**config.mk**
```make
export PLATFORM = sky130hd
export DESIGN_NAME = slm_meter
export DESIGN_NICKNAME = d
export VERILOG_FILES = /design/src/slm_pkg.sv /design/src/slm_cfg_if.sv /design/src/slm_prep.sv /design/src/slm_meter.sv
export SDC_FILE = /design/constraint.sdc
export NUM_CORES = 2
export LEC_CHECK = 0
export BUFFER_PORTS_ARGS = -buffer_cell sky130_fd_sc_hd__buf_2
export CORE_MARGIN = 2
export CORE_UTILIZATION = 57
export DETAILED_ROUTE_END_ITERATION = 8
export GPL_TIMING_DRIVEN = 0
export HOLD_SLACK_MARGIN = 0.15
export PLACE_DENSITY = 0.76
export SETUP_SLACK_MARGIN = 0.2
export SLEW_MARGIN = 20
export SYNTH_ARGS = -nofsm -noshare
export SYNTH_HDL_FRONTEND = slang
export SYNTH_SLANG_ARGS = --single-unit
```
**constraint.sdc**
```tcl
create_clock -name i_mclk -period 24.3 [get_ports i_mclk]
set_input_delay 2.43 -clock i_mclk [delete_from_list [all_inputs] [get_ports i_mclk]]
set_output_delay 2.43 -clock i_mclk [all_outputs]
set_load 0.02 [all_outputs]
```
**src/slm_pkg.sv**
```systemverilog
package slm_pkg;

  // ****************************************************************
  // register map (byte addresses, one 32-bit word each)
  // ****************************************************************
  localparam logic [4:0] ADDR_CONTROL = 5'h00;
  localparam logic [4:0] ADDR_COUNT   = 5'h04;
  localparam logic [4:0] ADDR_FILTER  = 5'h08;
  localparam logic [4:0] ADDR_GRT     = 5'h0C;
  localparam logic [4:0] ADDR_RES_LO  = 5'h10;
  localparam logic [4:0] ADDR_RES_HI  = 5'h14;
  localparam logic [4:0] ADDR_STATUS  = 5'h18;

  // ****************************************************************
  // field positions
  // ****************************************************************
  localparam int CTL_ENABLE  = 0;
  localparam int CTL_SINGLE  = 1;
  localparam int CTL_CHAN_LO = 2;
  localparam int CNT_K_LO    = 11;
  localparam int FLT_ENABLE  = 0;
  localparam int FLT_SHAPE   = 1;
  localparam int FLT_BP_SRC  = 2;
  localparam int FLT_NT_SRC  = 3;
  localparam int FLT_OFS_SRC = 4;
  localparam int GRT_GAIN    = 0;
  localparam int GRT_RECT    = 1;
  localparam int GRT_THR_LO  = 2;
  localparam int GRT_OVER    = 5;
  localparam int STA_DONE    = 0;

  // ****************************************************************
  // widths, reset values, fixed coefficients
  // ****************************************************************
  localparam int COUNT_W  = 11;
  localparam int SAMPLE_W = 16;
  localparam int ACC_W    = 27;
  localparam int NUM_CH   = 4;
  localparam logic [COUNT_W-1:0] COUNT_RESET = 11'h7FF;
  localparam logic [3:0]  SHIFT_MAX     = 4'hB;
  localparam logic        COEF_SRC_ROM  = 1'b1;
  localparam logic [15:0] ROM_BP_COEF   = 16'h7000;
  localparam logic [15:0] ROM_NT_COEF   = 16'h7000;
  localparam int          COEF_FRAC     = 14;
  localparam int          GAIN_SHIFT    = 4;
  localparam int          THR_STEP_LOG2 = 12;
  localparam logic [31:0] READ_UNMAPPED = 32'h0000_0000;

  // ****************************************************************
  // timing: done flag self-clear in continuous mode
  // ****************************************************************
  localparam int CLK_HZ          = 40_000_000;
  localparam int DONE_CLEAR_NS   = 125_000;
  localparam int DONE_CLEAR_CYC  =
    (CLK_HZ / 1_000_000) * DONE_CLEAR_NS / 1_000;

  typedef enum logic [1:0] {
    ST_IDLE = 2'b00,
    ST_RUN  = 2'b01,
    ST_HOLD = 2'b10
  } slm_state_t;

endpackage : slm_pkg

```
**src/slm_cfg_if.sv**
```systemverilog
interface slm_cfg_if;
  logic        sample_strobe;
  logic [63:0] channel_samples;
  logic [1:0]  meter_channel_select;
  logic        meter_filter_enable;
  logic        filter_shape_select;
  logic        bandpass_coef_source;
  logic        notch_coef_source;
  logic        offset_source_select;
  logic        extra_gain_select;
  logic        rectifier_enable;
  logic [15:0] ram_bp_coef;
  logic [15:0] ram_notch_coef;
  logic [15:0] ram_dc_offset;
  logic        clear_state;
  logic [15:0] proc_sample;
  logic        proc_valid;

  modport ctrl (
    output sample_strobe, channel_samples, meter_channel_select,
           meter_filter_enable, filter_shape_select,
           bandpass_coef_source, notch_coef_source,
           offset_source_select, extra_gain_select, rectifier_enable,
           ram_bp_coef, ram_notch_coef, ram_dc_offset, clear_state,
    input  proc_sample, proc_valid
  );
  modport prep (
    input  sample_strobe, channel_samples, meter_channel_select,
           meter_filter_enable, filter_shape_select,
           bandpass_coef_source, notch_coef_source,
           offset_source_select, extra_gain_select, rectifier_enable,
           ram_bp_coef, ram_notch_coef, ram_dc_offset, clear_state,
    output proc_sample, proc_valid
  );
endinterface : slm_cfg_if

```
**src/slm_prep.sv**
```systemverilog
module slm_prep (
  input  wire logic i_mclk,
  input  wire logic i_reset,
  slm_cfg_if.prep   cfg
);

  // ****************************************************************
  // sample path: channel, offset, filter, gain, rectifier
  // ****************************************************************
  logic signed [19:0] x1;
  logic signed [19:0] x2;
  logic signed [19:0] y1;
  logic signed [19:0] y2;
  logic signed [19:0] x_in;
  logic signed [19:0] bp_out;
  logic signed [19:0] flt_out;
  logic signed [23:0] gained;
  logic signed [15:0] sat;
  logic signed [15:0] coef;
  logic signed [35:0] prod;
  logic signed [15:0] sel_sample;
  logic signed [15:0] offset;

  // channel and offset selection
  always_comb begin
    sel_sample = cfg.channel_samples[cfg.meter_channel_select*16 +: 16];
    offset = cfg.offset_source_select ? 16'sh0000
                                      : $signed(cfg.ram_dc_offset); // [RL15]
    x_in = 20'(sel_sample) - 20'(offset); // [RL3]
  end

  // resonator: notch is input minus the bandpass response
  always_comb begin
    if (cfg.filter_shape_select) begin // [RL7]
      coef = (cfg.bandpass_coef_source == slm_pkg::COEF_SRC_ROM) ?
             $signed(slm_pkg::ROM_BP_COEF) : $signed(cfg.ram_bp_coef); // [RL8]
    end else begin
      coef = (cfg.notch_coef_source == slm_pkg::COEF_SRC_ROM) ?
             $signed(slm_pkg::ROM_NT_COEF) : $signed(cfg.ram_notch_coef); // [RL9]
    end
    prod   = 36'(coef) * 36'(y1);
    bp_out = ((x_in - x2) >>> 3) + 20'(prod >>> slm_pkg::COEF_FRAC)
             - y2 + (y2 >>> 4);
    if (!cfg.meter_filter_enable) begin
      flt_out = x_in; // [RL6]
    end else if (cfg.filter_shape_select) begin
      flt_out = bp_out;
    end else begin
      flt_out = x_in - bp_out;
    end
  end

  // gain of 16 ahead of rectifier; saturate so |x| fits 16 bits
  always_comb begin
    gained = cfg.extra_gain_select ?
             (24'(flt_out) <<< slm_pkg::GAIN_SHIFT) : 24'(flt_out); // [RL12]
    if (gained > 24'sd32767) begin
      sat = 16'sh7FFF;
    end else if (gained < -24'sd32767) begin
      sat = -16'sh7FFF; // symmetric so the rectifier never overflows
    end else begin
      sat = gained[15:0];
    end
  end

  // filter history, cleared whenever metering stops
  always_ff @(posedge i_mclk) begin
    if (i_reset || cfg.clear_state) begin
      x1 <= '0;
      x2 <= '0;
      y1 <= '0;
      y2 <= '0;
    end else if (cfg.sample_strobe) begin
      x1 <= x_in;
      x2 <= x1;
      y1 <= bp_out;
      y2 <= y1;
    end
  end

  // registered output sample, one cycle after the strobe
  always_ff @(posedge i_mclk) begin
    if (i_reset) begin
      cfg.proc_sample <= '0;
      cfg.proc_valid  <= 1'b0;
    end else begin
      cfg.proc_valid <= cfg.sample_strobe && !cfg.clear_state;
      if (cfg.sample_strobe) begin
        cfg.proc_sample <= (cfg.rectifier_enable && sat < 0) ?
                           -sat : sat; // [RL13]
      end
    end
  end

endmodule : slm_prep

```
**src/slm_meter.sv**
```systemverilog
// Behaviour
// RL1: after each latch, set over-threshold flag when result magnitude exceeds threshold
// RL2: threshold code steps full scale in eighths, 000 is 0%, 111 is 87.5%
// RL3: two-bit channel select picks the measured codec channel
// RL4: eleven-bit count up to 7FF, one 0.125 ms sample per unit
// RL5: result readable as low byte and high byte registers
// RL6: filter enable off passes signal straight, on filters before gain
// RL7: shape select 0 gives notch, 1 gives bandpass
// RL8: bandpass coefficient from RAM at 0, ROM at 1, ROM after reset
// RL9: notch coefficient from RAM at 0, ROM at 1, ROM after reset
// RL10: enable high starts a measurement, enable low stops it
// RL11: done flag set when an integration period completes
// RL12: extra gain select multiplies by 1 or 16 before rectifier
// RL13: rectifier enable turns negative samples positive before integrating
// RL14: single-shot bit chooses one integration or continuous repetition
// RL15: offset taken from RAM offset word at 0, zero at 1
// RL16: continuous runs back to back, pulse each completion, done clears after 125 us
// RL17: single-shot integrates once, done held until enable cleared
// RL18: result is 16-bit two's complement, 8000 to 7FFF
// RL19: result bytes held cleared while the meter is disabled
// RL20: strict greater-than against code times 4096, updated only at latch
module slm_meter #(
  parameter int DONE_CLEAR_CYCLES = slm_pkg::DONE_CLEAR_CYC
) (
  input  wire logic        i_mclk,
  input  wire logic        i_reset,
  input  wire logic [4:0]  i_avs_address,
  input  wire logic        i_avs_read,
  input  wire logic        i_avs_write,
  input  wire logic [31:0] i_avs_writedata,
  output logic      [31:0] o_avs_readdata,
  output logic             o_avs_waitrequest,
  input  wire logic        i_sample_strobe,
  input  wire logic [63:0] i_channel_samples,
  input  wire logic [15:0] i_ram_bp_coef,
  input  wire logic [15:0] i_ram_notch_coef,
  input  wire logic [15:0] i_ram_dc_offset,
  output logic             o_measure_done_flag,
  output logic             o_over_threshold_flag,
  output logic             o_done_pulse
);

  // ****************************************************************
  // software-visible state
  // ****************************************************************
  logic                       meter_enable;
  logic                       single_shot_mode;
  logic [1:0]                 meter_channel_select;
  logic [slm_pkg::COUNT_W-1:0] integration_count;
  logic [3:0]                 shift_select;
  logic                       meter_filter_enable;
  logic                       filter_shape_select;
  logic                       bandpass_coef_source;
  logic                       notch_coef_source;
  logic                       offset_source_select;
  logic                       extra_gain_select;
  logic                       rectifier_enable;
  logic [2:0]                 threshold_select;
  logic [7:0]                 result_low_byte;
  logic [7:0]                 result_high_byte;
  logic                       over_threshold_flag;
  logic                       measure_done_flag;

  // ****************************************************************
  // integrator state
  // ****************************************************************
  slm_pkg::slm_state_t        state;
  slm_pkg::slm_state_t        next_state;
  logic signed [slm_pkg::ACC_W-1:0] acc;
  logic [slm_pkg::COUNT_W-1:0] sample_cnt;
  logic [15:0]                done_timer;
  logic                       period_end;
  logic signed [slm_pkg::ACC_W-1:0] acc_sum;
  logic signed [slm_pkg::ACC_W-1:0] shifted;
  logic signed [15:0]         result_sat;
  logic [16:0]                result_mag;
  logic [16:0]                threshold_lvl;
  logic                       bus_req;
  logic                       bus_wr;

  slm_cfg_if cfg ();

  // ****************************************************************
  // sample pre-processing stage
  // ****************************************************************
  assign cfg.sample_strobe        = i_sample_strobe;
  assign cfg.channel_samples      = i_channel_samples;
  assign cfg.meter_channel_select = meter_channel_select;
  assign cfg.meter_filter_enable  = meter_filter_enable;
  assign cfg.filter_shape_select  = filter_shape_select;
  assign cfg.bandpass_coef_source = bandpass_coef_source;
  assign cfg.notch_coef_source    = notch_coef_source;
  assign cfg.offset_source_select = offset_source_select;
  assign cfg.extra_gain_select    = extra_gain_select;
  assign cfg.rectifier_enable     = rectifier_enable;
  assign cfg.ram_bp_coef          = i_ram_bp_coef;
  assign cfg.ram_notch_coef       = i_ram_notch_coef;
  assign cfg.ram_dc_offset        = i_ram_dc_offset;
  assign cfg.clear_state          = !meter_enable;

  slm_prep slm_prep_inst (
    .i_mclk  (i_mclk),
    .i_reset (i_reset),
    .cfg     (cfg.prep)
  );

  // ****************************************************************
  // avalon-mm slave: one wait cycle, then a single ready cycle
  // ****************************************************************
  assign bus_req = i_avs_read || i_avs_write;
  assign bus_wr  = i_avs_write && !o_avs_waitrequest;

  // waitrequest drops for exactly one cycle per request
  always_ff @(posedge i_mclk) begin
    if (i_reset) begin
      o_avs_waitrequest <= 1'b1;
    end else begin
      o_avs_waitrequest <= !(bus_req && o_avs_waitrequest);
    end
  end

  // read data registered while waitrequest is still high
  always_ff @(posedge i_mclk) begin
    if (i_reset) begin
      o_avs_readdata <= '0;
    end else if (i_avs_read && o_avs_waitrequest) begin
      case (i_avs_address)
        slm_pkg::ADDR_CONTROL: begin
          o_avs_readdata <= {28'h000_0000, meter_channel_select,
                             single_shot_mode, meter_enable};
        end
        slm_pkg::ADDR_COUNT: begin
          o_avs_readdata <= {17'h0_0000, shift_select, integration_count};
        end
        slm_pkg::ADDR_FILTER: begin
          o_avs_readdata <= {27'h000_0000, offset_source_select,
                             notch_coef_source, bandpass_coef_source,
                             filter_shape_select, meter_filter_enable};
        end
        slm_pkg::ADDR_GRT: begin
          o_avs_readdata <= {26'h000_0000, over_threshold_flag,
                             threshold_select, rectifier_enable,
                             extra_gain_select};
        end
        slm_pkg::ADDR_RES_LO: begin
          o_avs_readdata <= {24'h00_0000, result_low_byte}; // [RL5]
        end
        slm_pkg::ADDR_RES_HI: begin
          o_avs_readdata <= {24'h00_0000, result_high_byte}; // [RL5]
        end
        slm_pkg::ADDR_STATUS: begin
          o_avs_readdata <= {31'h0000_0000, measure_done_flag};
        end
        default: begin
          o_avs_readdata <= slm_pkg::READ_UNMAPPED;
        end
      endcase
    end
  end

  // control word: enable, mode, channel
  always_ff @(posedge i_mclk) begin
    if (i_reset) begin
      meter_enable         <= 1'b0;
      single_shot_mode     <= 1'b0;
      meter_channel_select <= 2'b00;
    end else if (bus_wr && i_avs_address == slm_pkg::ADDR_CONTROL) begin
      meter_enable         <= i_avs_writedata[slm_pkg::CTL_ENABLE]; // [RL10]
      single_shot_mode     <= i_avs_writedata[slm_pkg::CTL_SINGLE]; // [RL14]
      meter_channel_select <= i_avs_writedata[slm_pkg::CTL_CHAN_LO +: 2];
    end
  end

  // count and shift factor; shift codes above eleven act as eleven
  always_ff @(posedge i_mclk) begin
    if (i_reset) begin
      integration_count <= slm_pkg::COUNT_RESET;
      shift_select      <= 4'h0;
    end else if (bus_wr && i_avs_address == slm_pkg::ADDR_COUNT) begin
      integration_count <= i_avs_writedata[slm_pkg::COUNT_W-1:0]; // [RL4]
      shift_select      <= i_avs_writedata[slm_pkg::CNT_K_LO +: 4];
    end
  end

  // filter configuration; rom coefficients after reset
  always_ff @(posedge i_mclk) begin
    if (i_reset) begin
      meter_filter_enable  <= 1'b0;
      filter_shape_select  <= 1'b0;
      bandpass_coef_source <= slm_pkg::COEF_SRC_ROM; // [RL8]
      notch_coef_source    <= slm_pkg::COEF_SRC_ROM; // [RL9]
      offset_source_select <= 1'b0;
    end else if (bus_wr && i_avs_address == slm_pkg::ADDR_FILTER) begin
      meter_filter_enable  <= i_avs_writedata[slm_pkg::FLT_ENABLE];
      filter_shape_select  <= i_avs_writedata[slm_pkg::FLT_SHAPE];
      bandpass_coef_source <= i_avs_writedata[slm_pkg::FLT_BP_SRC];
      notch_coef_source    <= i_avs_writedata[slm_pkg::FLT_NT_SRC];
      offset_source_select <= i_avs_writedata[slm_pkg::FLT_OFS_SRC];
    end
  end

  // gain, rectifier, threshold code
  always_ff @(posedge i_mclk) begin
    if (i_reset) begin
      extra_gain_select <= 1'b0;
      rectifier_enable  <= 1'b0;
      threshold_select  <= 3'b000;
    end else if (bus_wr && i_avs_address == slm_pkg::ADDR_GRT) begin
      extra_gain_select <= i_avs_writedata[slm_pkg::GRT_GAIN];
      rectifier_enable  <= i_avs_writedata[slm_pkg::GRT_RECT];
      threshold_select  <= i_avs_writedata[slm_pkg::GRT_THR_LO +: 3];
    end
  end

  // ****************************************************************
  // integrator and sequencing
  // ****************************************************************
  // count of n means n+1 samples, so the period ends on sample_cnt == n
  assign period_end = cfg.proc_valid && (sample_cnt == integration_count);
  assign acc_sum    = acc + slm_pkg::ACC_W'($signed(cfg.proc_sample));

  // scale by shift factor and clamp into the 16-bit result range
  always_comb begin
    shifted = acc_sum >>> ((shift_select > slm_pkg::SHIFT_MAX) ?
                           slm_pkg::SHIFT_MAX : shift_select);
    if (shifted > slm_pkg::ACC_W'(32767)) begin
      result_sat = 16'sh7FFF; // [RL18]
    end else if (shifted < -slm_pkg::ACC_W'(32768)) begin
      result_sat = 16'sh8000; // [RL18]
    end else begin
      result_sat = shifted[15:0];
    end
    result_mag    = result_sat[15] ? 17'(-$signed({result_sat[15], result_sat}))
                                   : {1'b0, result_sat};
    threshold_lvl = 17'(threshold_select) << slm_pkg::THR_STEP_LOG2; // [RL2]
  end

  // state transitions
  always_comb begin
    next_state = state;
    case (state)
      slm_pkg::ST_IDLE: begin
        if (meter_enable) begin
          next_state = slm_pkg::ST_RUN; // [RL10]
        end
      end
      slm_pkg::ST_RUN: begin
        if (!meter_enable) begin
          next_state = slm_pkg::ST_IDLE; // [RL10]
        end else if (period_end && single_shot_mode) begin
          next_state = slm_pkg::ST_HOLD; // [RL17]
        end
      end
      slm_pkg::ST_HOLD: begin
        // a fresh run needs enable to fall first
        if (!meter_enable) begin
          next_state = slm_pkg::ST_IDLE; // [RL17]
        end
      end
      default: begin
        next_state = slm_pkg::ST_IDLE;
      end
    endcase
  end

  always_ff @(posedge i_mclk) begin
    if (i_reset) begin
      state <= slm_pkg::ST_IDLE;
    end else begin
      state <= next_state;
    end
  end

  // accumulator restarts straight after a period in continuous mode
  always_ff @(posedge i_mclk) begin
    if (i_reset || state != slm_pkg::ST_RUN) begin
      acc        <= '0;
      sample_cnt <= '0;
    end else if (period_end) begin
      acc        <= '0; // [RL16]
      sample_cnt <= '0;
    end else if (cfg.proc_valid) begin
      acc        <= acc_sum;
      sample_cnt <= sample_cnt + 1'b1;
    end
  end

  // result latch; cleared while disabled
  always_ff @(posedge i_mclk) begin
    if (i_reset || !meter_enable) begin
      result_low_byte  <= 8'h00; // [RL19]
      result_high_byte <= 8'h00; // [RL19]
    end else if (state == slm_pkg::ST_RUN && period_end) begin
      result_low_byte  <= result_sat[7:0]; // [RL5]
      result_high_byte <= result_sat[15:8]; // [RL5]
    end
  end

  // over-threshold: re-evaluated only when a result is latched
  always_ff @(posedge i_mclk) begin
    if (i_reset) begin
      over_threshold_flag <= 1'b0;
    end else if (meter_enable && state == slm_pkg::ST_RUN && period_end) begin
      over_threshold_flag <= (result_mag > threshold_lvl); // [RL1] [RL20]
    end
  end

  // done flag: held in single-shot, timed clear in continuous mode
  always_ff @(posedge i_mclk) begin
    if (i_reset || !meter_enable) begin
      measure_done_flag <= 1'b0; // [RL17]
      done_timer        <= '0;
    end else if (state == slm_pkg::ST_RUN && period_end) begin
      measure_done_flag <= 1'b1; // [RL11]
      done_timer        <= 16'(DONE_CLEAR_CYCLES - 1);
    end else if (measure_done_flag && !single_shot_mode) begin
      if (done_timer == 16'h0000) begin
        measure_done_flag <= 1'b0; // [RL16]
      end else begin
        done_timer <= done_timer - 1'b1;
      end
    end
  end

  // ****************************************************************
  // registered status outputs
  // ****************************************************************
  always_ff @(posedge i_mclk) begin
    if (i_reset) begin
      o_measure_done_flag   <= 1'b0;
      o_over_threshold_flag <= 1'b0;
      o_done_pulse          <= 1'b0;
    end else begin
      o_measure_done_flag   <= measure_done_flag;
      o_over_threshold_flag <= over_threshold_flag;
      o_done_pulse <= meter_enable && state == slm_pkg::ST_RUN
                      && period_end; // [RL16]
    end
  end

endmodule : slm_meter

```
# Word-level counts from Yosys, hierarchy flattened
# Index checks and enable logic that the tools add are counted.
dict set report classes {
  reduce_logical 33
  shifts 2
  multipliers 1
  muxes 26
  order_cmp 7
  n_bitwise 1
  addsub 11
  n_eq_ne 14
}
# cell count
set ops {}
lappend ops {{16-bit two-way mux} 9}
lappend ops {{15-bit case mux with 7 select lines} 1}
lappend ops {{64-bit by 7-bit indexed part select with 16-bit output} 1}
lappend ops {{20-bit two-way mux} 2}
lappend ops {{13-bit two-way mux} 3}
lappend ops {{16-bit by 20-bit multiplier with 34-bit output} 1}
lappend ops {{27-bit by 16-bit adder with 27-bit output} 1}
lappend ops {{27-bit by 16-bit > comparator with 1-bit output, second input constant} 1}
lappend ops {{27-bit by 16-bit < comparator with 1-bit output, second input constant} 1}
lappend ops {{27-bit by 4-bit >>> shifter with 27-bit output} 1}
lappend ops {{24-bit by 16-bit > comparator with 1-bit output, second input constant} 1}
lappend ops {{24-bit by 16-bit < comparator with 1-bit output, second input constant} 1}
lappend ops {{23-bit two-way mux} 1}
lappend ops {{17-bit by 20-bit adder with 20-bit output} 1}
lappend ops {{20-bit by 16-bit adder with 20-bit output} 1}
lappend ops {{17-bit by 20-bit subtractor with 20-bit output} 1}
lappend ops {{20-bit subtractor} 1}
lappend ops {{17-bit by 17-bit subtractor with 18-bit output} 1}
lappend ops {{17-bit by 15-bit > comparator with 1-bit output} 1}
lappend ops {{17-bit two-way mux} 1}
lappend ops {{16-bit negator with 17-bit output} 1}
lappend ops {{16-bit by 16-bit subtractor with 17-bit output} 1}
lappend ops {{16-bit zero test} 1}
lappend ops {{16-bit by 1-bit < comparator with 1-bit output, second input constant} 1}
lappend ops {{27 further kinds} 60}
dict set report totals {
  inputBits 154
  output_inout_bits 36
  ff_bits 230
}

# Logic depth before layout (Yosys ltp)
dict set report depth {
  depth_word 16
  depth_mapped 60
}

# Modules after synthesis
# A second synthesis with hierarchy kept.
dict set report unflattened {
  cells_unflattened 3718
  hier_area_um2 30439.2
}
# mod cells_each area_each_um2 n_inst
set by_module_without_submodules {}
lappend by_module_without_submodules {slm_prep 2428 20694.8 1}
lappend by_module_without_submodules {slm_meter 1290 9744.3 1}

# Worst setup path after synthesis
# Ideal clock, no wire load.
dict set report synth_path {
  path_kind {input to register}
  start {input port i_ram_bp_coef[15]}
  end {register slm_prep_inst.cfg.proc_sample[12]}
  stages 50
  slack_ns 9.453
  t_required_ns 24.168
  setup_time_ns 0.132
  arrival_time_ns 14.715
  cell_sequence {a22oi_1 -> clkbuf_1 -> clkbuf_1 -> nor2_1 -> fa_1 -> fa_1 -> fa_1 -> fa_1 -> fa_1 -> inv_1 -> fa_1 -> inv_1 -> ha_1 -> and2_1 -> a22o_1 -> a311o_1 -> a21oi_1 -> o21ba_2 -> (+14 left out) -> nand2_1 -> o221ai_1 -> o21ai_0 -> a2111o_1 -> a41oi_1 -> maj3_2 -> mux2_4 -> nor3_2 -> nor3b_2 -> nand3_2 -> and2_1 -> buf_2 -> a211oi_1 -> ha_1 -> o21ai_0 -> a221o_1 -> nand3_1 -> a21oi_1}
}
dict set report synth_between {
  elab_chain_cells 16
}
# item line
set synth_lines {}
lappend synth_lines {{start, declared} slm_meter.sv:35} ;# input wire logic [15:0] i_ram_bp_coef,
lappend synth_lines {{16-bit two-way mux (*)} slm_prep.sv:35} ;# coef = (cfg.bandpass_coef_source == slm_pkg::COEF_SRC_ROM) ?
lappend synth_lines {{16-bit two-way mux (*)} slm_prep.sv:34} ;# if (cfg.filter_shape_select) begin
lappend synth_lines {{16-bit by 20-bit multiplier with 34-bit output (*)} slm_prep.sv:41} ;# prod = 36'(coef) * 36'(y1);
lappend synth_lines {{17-bit by 20-bit adder with 20-bit output (*)} slm_prep.sv:42} ;# bp_out = ((x_in - x2) >>> 3) + 20'(prod >>> slm_pkg::COEF_FRAC)
lappend synth_lines {{20-bit subtractor (*)} slm_prep.sv:43} ;# - y2 + (y2 >>> 4);
lappend synth_lines {{20-bit by 16-bit adder with 20-bit output (*)} slm_prep.sv:43}
lappend synth_lines {{17-bit by 20-bit subtractor with 20-bit output} slm_prep.sv:49} ;# flt_out = x_in - bp_out;
lappend synth_lines {{20-bit two-way mux (*)} slm_prep.sv:46} ;# end else if (cfg.filter_shape_select) begin
lappend synth_lines {{20-bit two-way mux (*)} slm_prep.sv:44} ;# if (!cfg.meter_filter_enable) begin
lappend synth_lines {{23-bit two-way mux} slm_prep.sv:55} ;# gained = cfg.extra_gain_select ?
lappend synth_lines {{24-bit by 16-bit < comparator with 1-bit output} slm_prep.sv:59} ;# end else if (gained < -24'sd32767) begin
lappend synth_lines {{16-bit two-way mux} slm_prep.sv:59}
lappend synth_lines {{16-bit two-way mux (*)} slm_prep.sv:57} ;# if (gained > 24'sd32767) begin
lappend synth_lines {{16-bit by 1-bit < comparator with 1-bit output} slm_prep.sv:89} ;# cfg.proc_sample <= (cfg.rectifier_enable && sat < 0) ?
lappend synth_lines {{1-bit logical AND} slm_prep.sv:89}
lappend synth_lines {{16-bit two-way mux (*)} slm_prep.sv:89}
lappend synth_lines {{end signal, assigned} slm_prep.sv:89}
lappend synth_lines {{end, declared} slm_cfg_if.sv:33} ;# output proc_sample, proc_valid
# Every way passes the cells marked *; elsewhere a longest branch is shown, timed or not.
# A chain may end at the register's enable or synchronous reset.

# Worst setup path in the final report
dict set report layout_path {
  start {input port i_ram_bp_coef[1]}
  end {register slm_prep_inst.cfg.proc_sample[8]}
}
# The elaborated chain is that of the path after synthesis.

==> impl_metrics.env <==
export IMPL_worst_path_max_delay_cell="a221oi_1"
export IMPL_synth_edff_count=0
export IMPL_post_cts_buffers=0
export IMPL_drc=0
export IMPL_crit_type="primary input to register"
export IMPL_hold_viol=0
export IMPL_place_hpwl_um=66570
export IMPL_drt_iter0_markers=2165
export IMPL_wl_per_cell_um=18.85
export IMPL_ant_nets=0
export IMPL_dr_pass1_iters=6
export IMPL_relSlewSlack_pct=32.13
export IMPL_netlist_area_leader_share_pct=23.52
export IMPL_clock_latency_ns=0.59
export IMPL_switching_share_pct=48.54
export IMPL_fin_area_um2=31900
export IMPL_antenna_cells=0
export IMPL_r2r_start="cfg.filter_shape_select$_SDFFE_PP0P_"
export IMPL_max_cap_viol_count=0
export IMPL_rsz0062_at_grt="no"
export IMPL_cts_path_max_buffers=3
export IMPL_crit_path_max_fanout=10
export IMPL_synthTopCellsByCount="inv_1 (478), fa_1 (344), nor2_1 (334)"
export IMPL_busiest_layer="met2"
export IMPL_period_minus_slack_ns=16.65
export IMPL_grt_pass1_vias=25720
export IMPL_rrSetupSlack_ns=8.14
export IMPL_cts_hold_buf=0
export IMPL_cts_htree_levels=1
export IMPL_avgSynthCellArea_um2=8.332
export IMPL_utilization_pct=62.43
export IMPL_yosys_area_top_type="fa_1"
export IMPL_timing_rr_end="slm_prep_inst.cfg.proc_sample[8]$_SDFFE_PP0P_"
export IMPL_dp_slack_ns=7.218
export IMPL_numCtsBuffers=26
export IMPL_max_freq_ghz=0.06008
export IMPL_met1_usage_pct=39.87
export IMPL_layout_cells_non_filler=4411
export IMPL_start_util_pct=57.30
export IMPL_dp_cells=4364
export IMPL_fp_dieH_um=230.6
export IMPL_async_flop_share_pct=0
export IMPL_powerDensity_nw_per_um2=78.39
export IMPL_path_common_cell="fa_1"
export IMPL_area_growth_pct=8.944
export IMPL_critPathMaxStageDelay_ns=0.58
export IMPL_drive_gt1_share_pct=8.496
export IMPL_ys_types=107
export IMPL_layout_setup_ws_ns=7.654
export IMPL_grt_overflow_total=0
export IMPL_finalWirelength_um=83160
export IMPL_synth_most_common_cell="inv_1"
export IMPL_yosysSeqAreaShare_pct=14.56
export IMPL_setup_viol=0
export IMPL_nNetsFinal=4391
export IMPL_ios=190
export IMPL_ctsResizeCount=0
export IMPL_fin_crit_sh_pct=68.50
export IMPL_slew_violations=0
export IMPL_grt_use_met2_pct=54.93
export IMPL_clock_root_buffer="clkbuf_16"
export IMPL_vdd_ir_drop_max_uv=77.70
export IMPL_cts_tree="done"
export IMPL_io_buffers=153
export IMPL_vias=25950
export IMPL_tns_ns=0
export IMPL_outcome="complete, no violations"
export IMPL_finalPower_mw=2.500
export IMPL_netlist_top_cells_area="fa_1 (24%), dfxtp_1 (15%), ha_1 (7.7%)"
export IMPL_hold_path_depth=1
export IMPL_netlist_instances=3514
export IMPL_switchingPower_mw=1.214
export IMPL_p_leak_nw=14.30
export IMPL_clk_pin_slew_worst_paths_ns=0.06
export IMPL_p_comb_share_pct=68.4
export IMPL_arrival_ns=17.10
export IMPL_grt_pass1_wl_um=134300
export IMPL_die_area_um2=53190
export IMPL_hold_path_class="register to register"
export IMPL_row_count=83
export IMPL_core_area_um2=51090
export IMPL_viasPerCell=5.884
export IMPL_pwr_share_clk_pct=16.8
export IMPL_grt_use_total_pct=31.40
export IMPL_yosysWarnings=0
export IMPL_cp_required_ns=24.75
export IMPL_die_w_um=230.6
export IMPL_min_from="state[1]$_SDFFE_PP0P_"
export IMPL_skew_ns=0.03190
export IMPL_p_int_mw=1.287
export IMPL_place_gp_congestion=0.9563
export IMPL_use_met3_pct=3.557
export IMPL_cts_sinks=213
export IMPL_placed_cell_area_um2=30990
export IMPL_reg2regPathDepth=53
export IMPL_ys_seq_elements=213
export IMPL_hold_end="state[0]$_SDFFE_PP0P_"
export IMPL_worst_pin_slew_ns=1.018
export IMPL_antenna_found_initial=0
export IMPL_start_kind="primary input"
export IMPL_grt_max_degree=15
export IMPL_timing_hold_ws_ns=0.4397
export IMPL_synth_ff_type="dfxtp_1"
export IMPL_endpoint_kind="register"
export IMPL_syn_area_um2=29280
export IMPL_pwr_share_seq_pct=14.9
## per-layer routing
layer | share of wire [%] | wire length (µm)
met2 | 49 | 40800
met1 | 41 | 33740
met4 | 4.3 | 3589
met5 | 0 | 0
met3 | 6.1 | 5034
## critical path: cells and delay by family
family / cells / cell delay [ns]
xor+xnor: 2 / 0.61
buf+inv: 10 / 1.58
simple gates: 7 / 1.20
mux: 1 / 0.31
fa+ha+maj: 14 / 6.07
compound gates: 18 / 4.88
## sequential cells by signal, summed over array words and instances, names as in the netlist, 2 cells and up
signal / cells
done_timer: 16
integration_count: 11
cfg.meter_channel_select: 2
acc: 27
slm_prep_inst.y2: 20
shift_select: 4
state: 2
slm_prep_inst.cfg.proc_sample: 16
result_high_byte: 8
slm_prep_inst.x2: 17
slm_prep_inst.x1: 17
o_avs_readdata: 15
result_low_byte: 8
slm_prep_inst.y1: 20
threshold_select: 3
sample_cnt: 11
## cells in the final DEF, fill, tap and decap left out, drive strengths merged, types with 12 or more instances in the layout
cell	instances
a21oi	153
a31oi	19
a21o	42
or2	18
mux2	15
conb	17
a2111oi	12
nor2b	23
o21a	38
o22ai	14
or3	23
fa	344
nor3	59
clkbuf	178
nor2	336
a22oi	23
a211oi	51
buf	192
xor2	49
nor4	22
nand3	49
nand2	321
o21ai	117
a22o	25
nand2b	51
dfxtp	213
nand4	22
xnor2	89
a221oi	12
mux2i	130
mux4	19
inv	480
and2	159
a211o	16
and3	19
o211ai	30
ha	181
## power groups by stage
stage	clock network [mW]	logic, mW	registers, mW
3_5_place_dp	0	1.65	0.380
5_1_grt	0.435	1.88	0.373
6_report	0.419	1.71	0.372
4_1_cts	0.420	1.67	0.372
3_3_place_gp	0	1.64	0.380
2_1_floorplan	0	1.31	0.373
## kinds of logic (layout without fill, tap and decap cells)
kind of cell    after synthesis  in the layout  synth area share, %
mux                         164            164                6.496
other cells                   1             17              0.01281
fa+ha+maj                   526            526                31.29
simple gates               1129           1129                18.36
compound gates              679            679                16.35
buf+inv                     664            865                8.786
flops                       213            213                14.56
xor+xnor                    138            138                4.128
## final cells by class
class                      instances  area, µm²
fill                            4613      19200
clock inverter                    15      220.2
tap                              680      850.8
clock buffer                      32      683.2
buffer                           184      770.7
timing repair buffer             154      773.2
inverter                         480       1802
multi-input combinational       2653      22530
sequential                       213       4264
## worst max path at each step
stage | startpoint | end | slack [ns] | cells after the start
floorplan | i_ram_bp_coef[15] | slm_prep_inst.cfg.proc_sample[12]$_SDFFE_PP0P_ | 9.45 | 50
global placement | i_ram_bp_coef[1] | slm_prep_inst.cfg.proc_sample[8]$_SDFFE_PP0P_ | 7.34 | 52
detailed placement | i_ram_bp_coef[1] | slm_prep_inst.cfg.proc_sample[8]$_SDFFE_PP0P_ | 7.22 | 52
CTS | i_ram_bp_coef[1] | slm_prep_inst.cfg.proc_sample[8]$_SDFFE_PP0P_ | 7.81 | 52
global route | i_ram_notch_coef[1] | slm_prep_inst.cfg.proc_sample[8]$_SDFFE_PP0P_ | 6.71 | 53
finish | i_ram_bp_coef[1] | slm_prep_inst.cfg.proc_sample[8]$_SDFFE_PP0P_ | 7.65 | 52
Power figures use the tool's default switching activity.
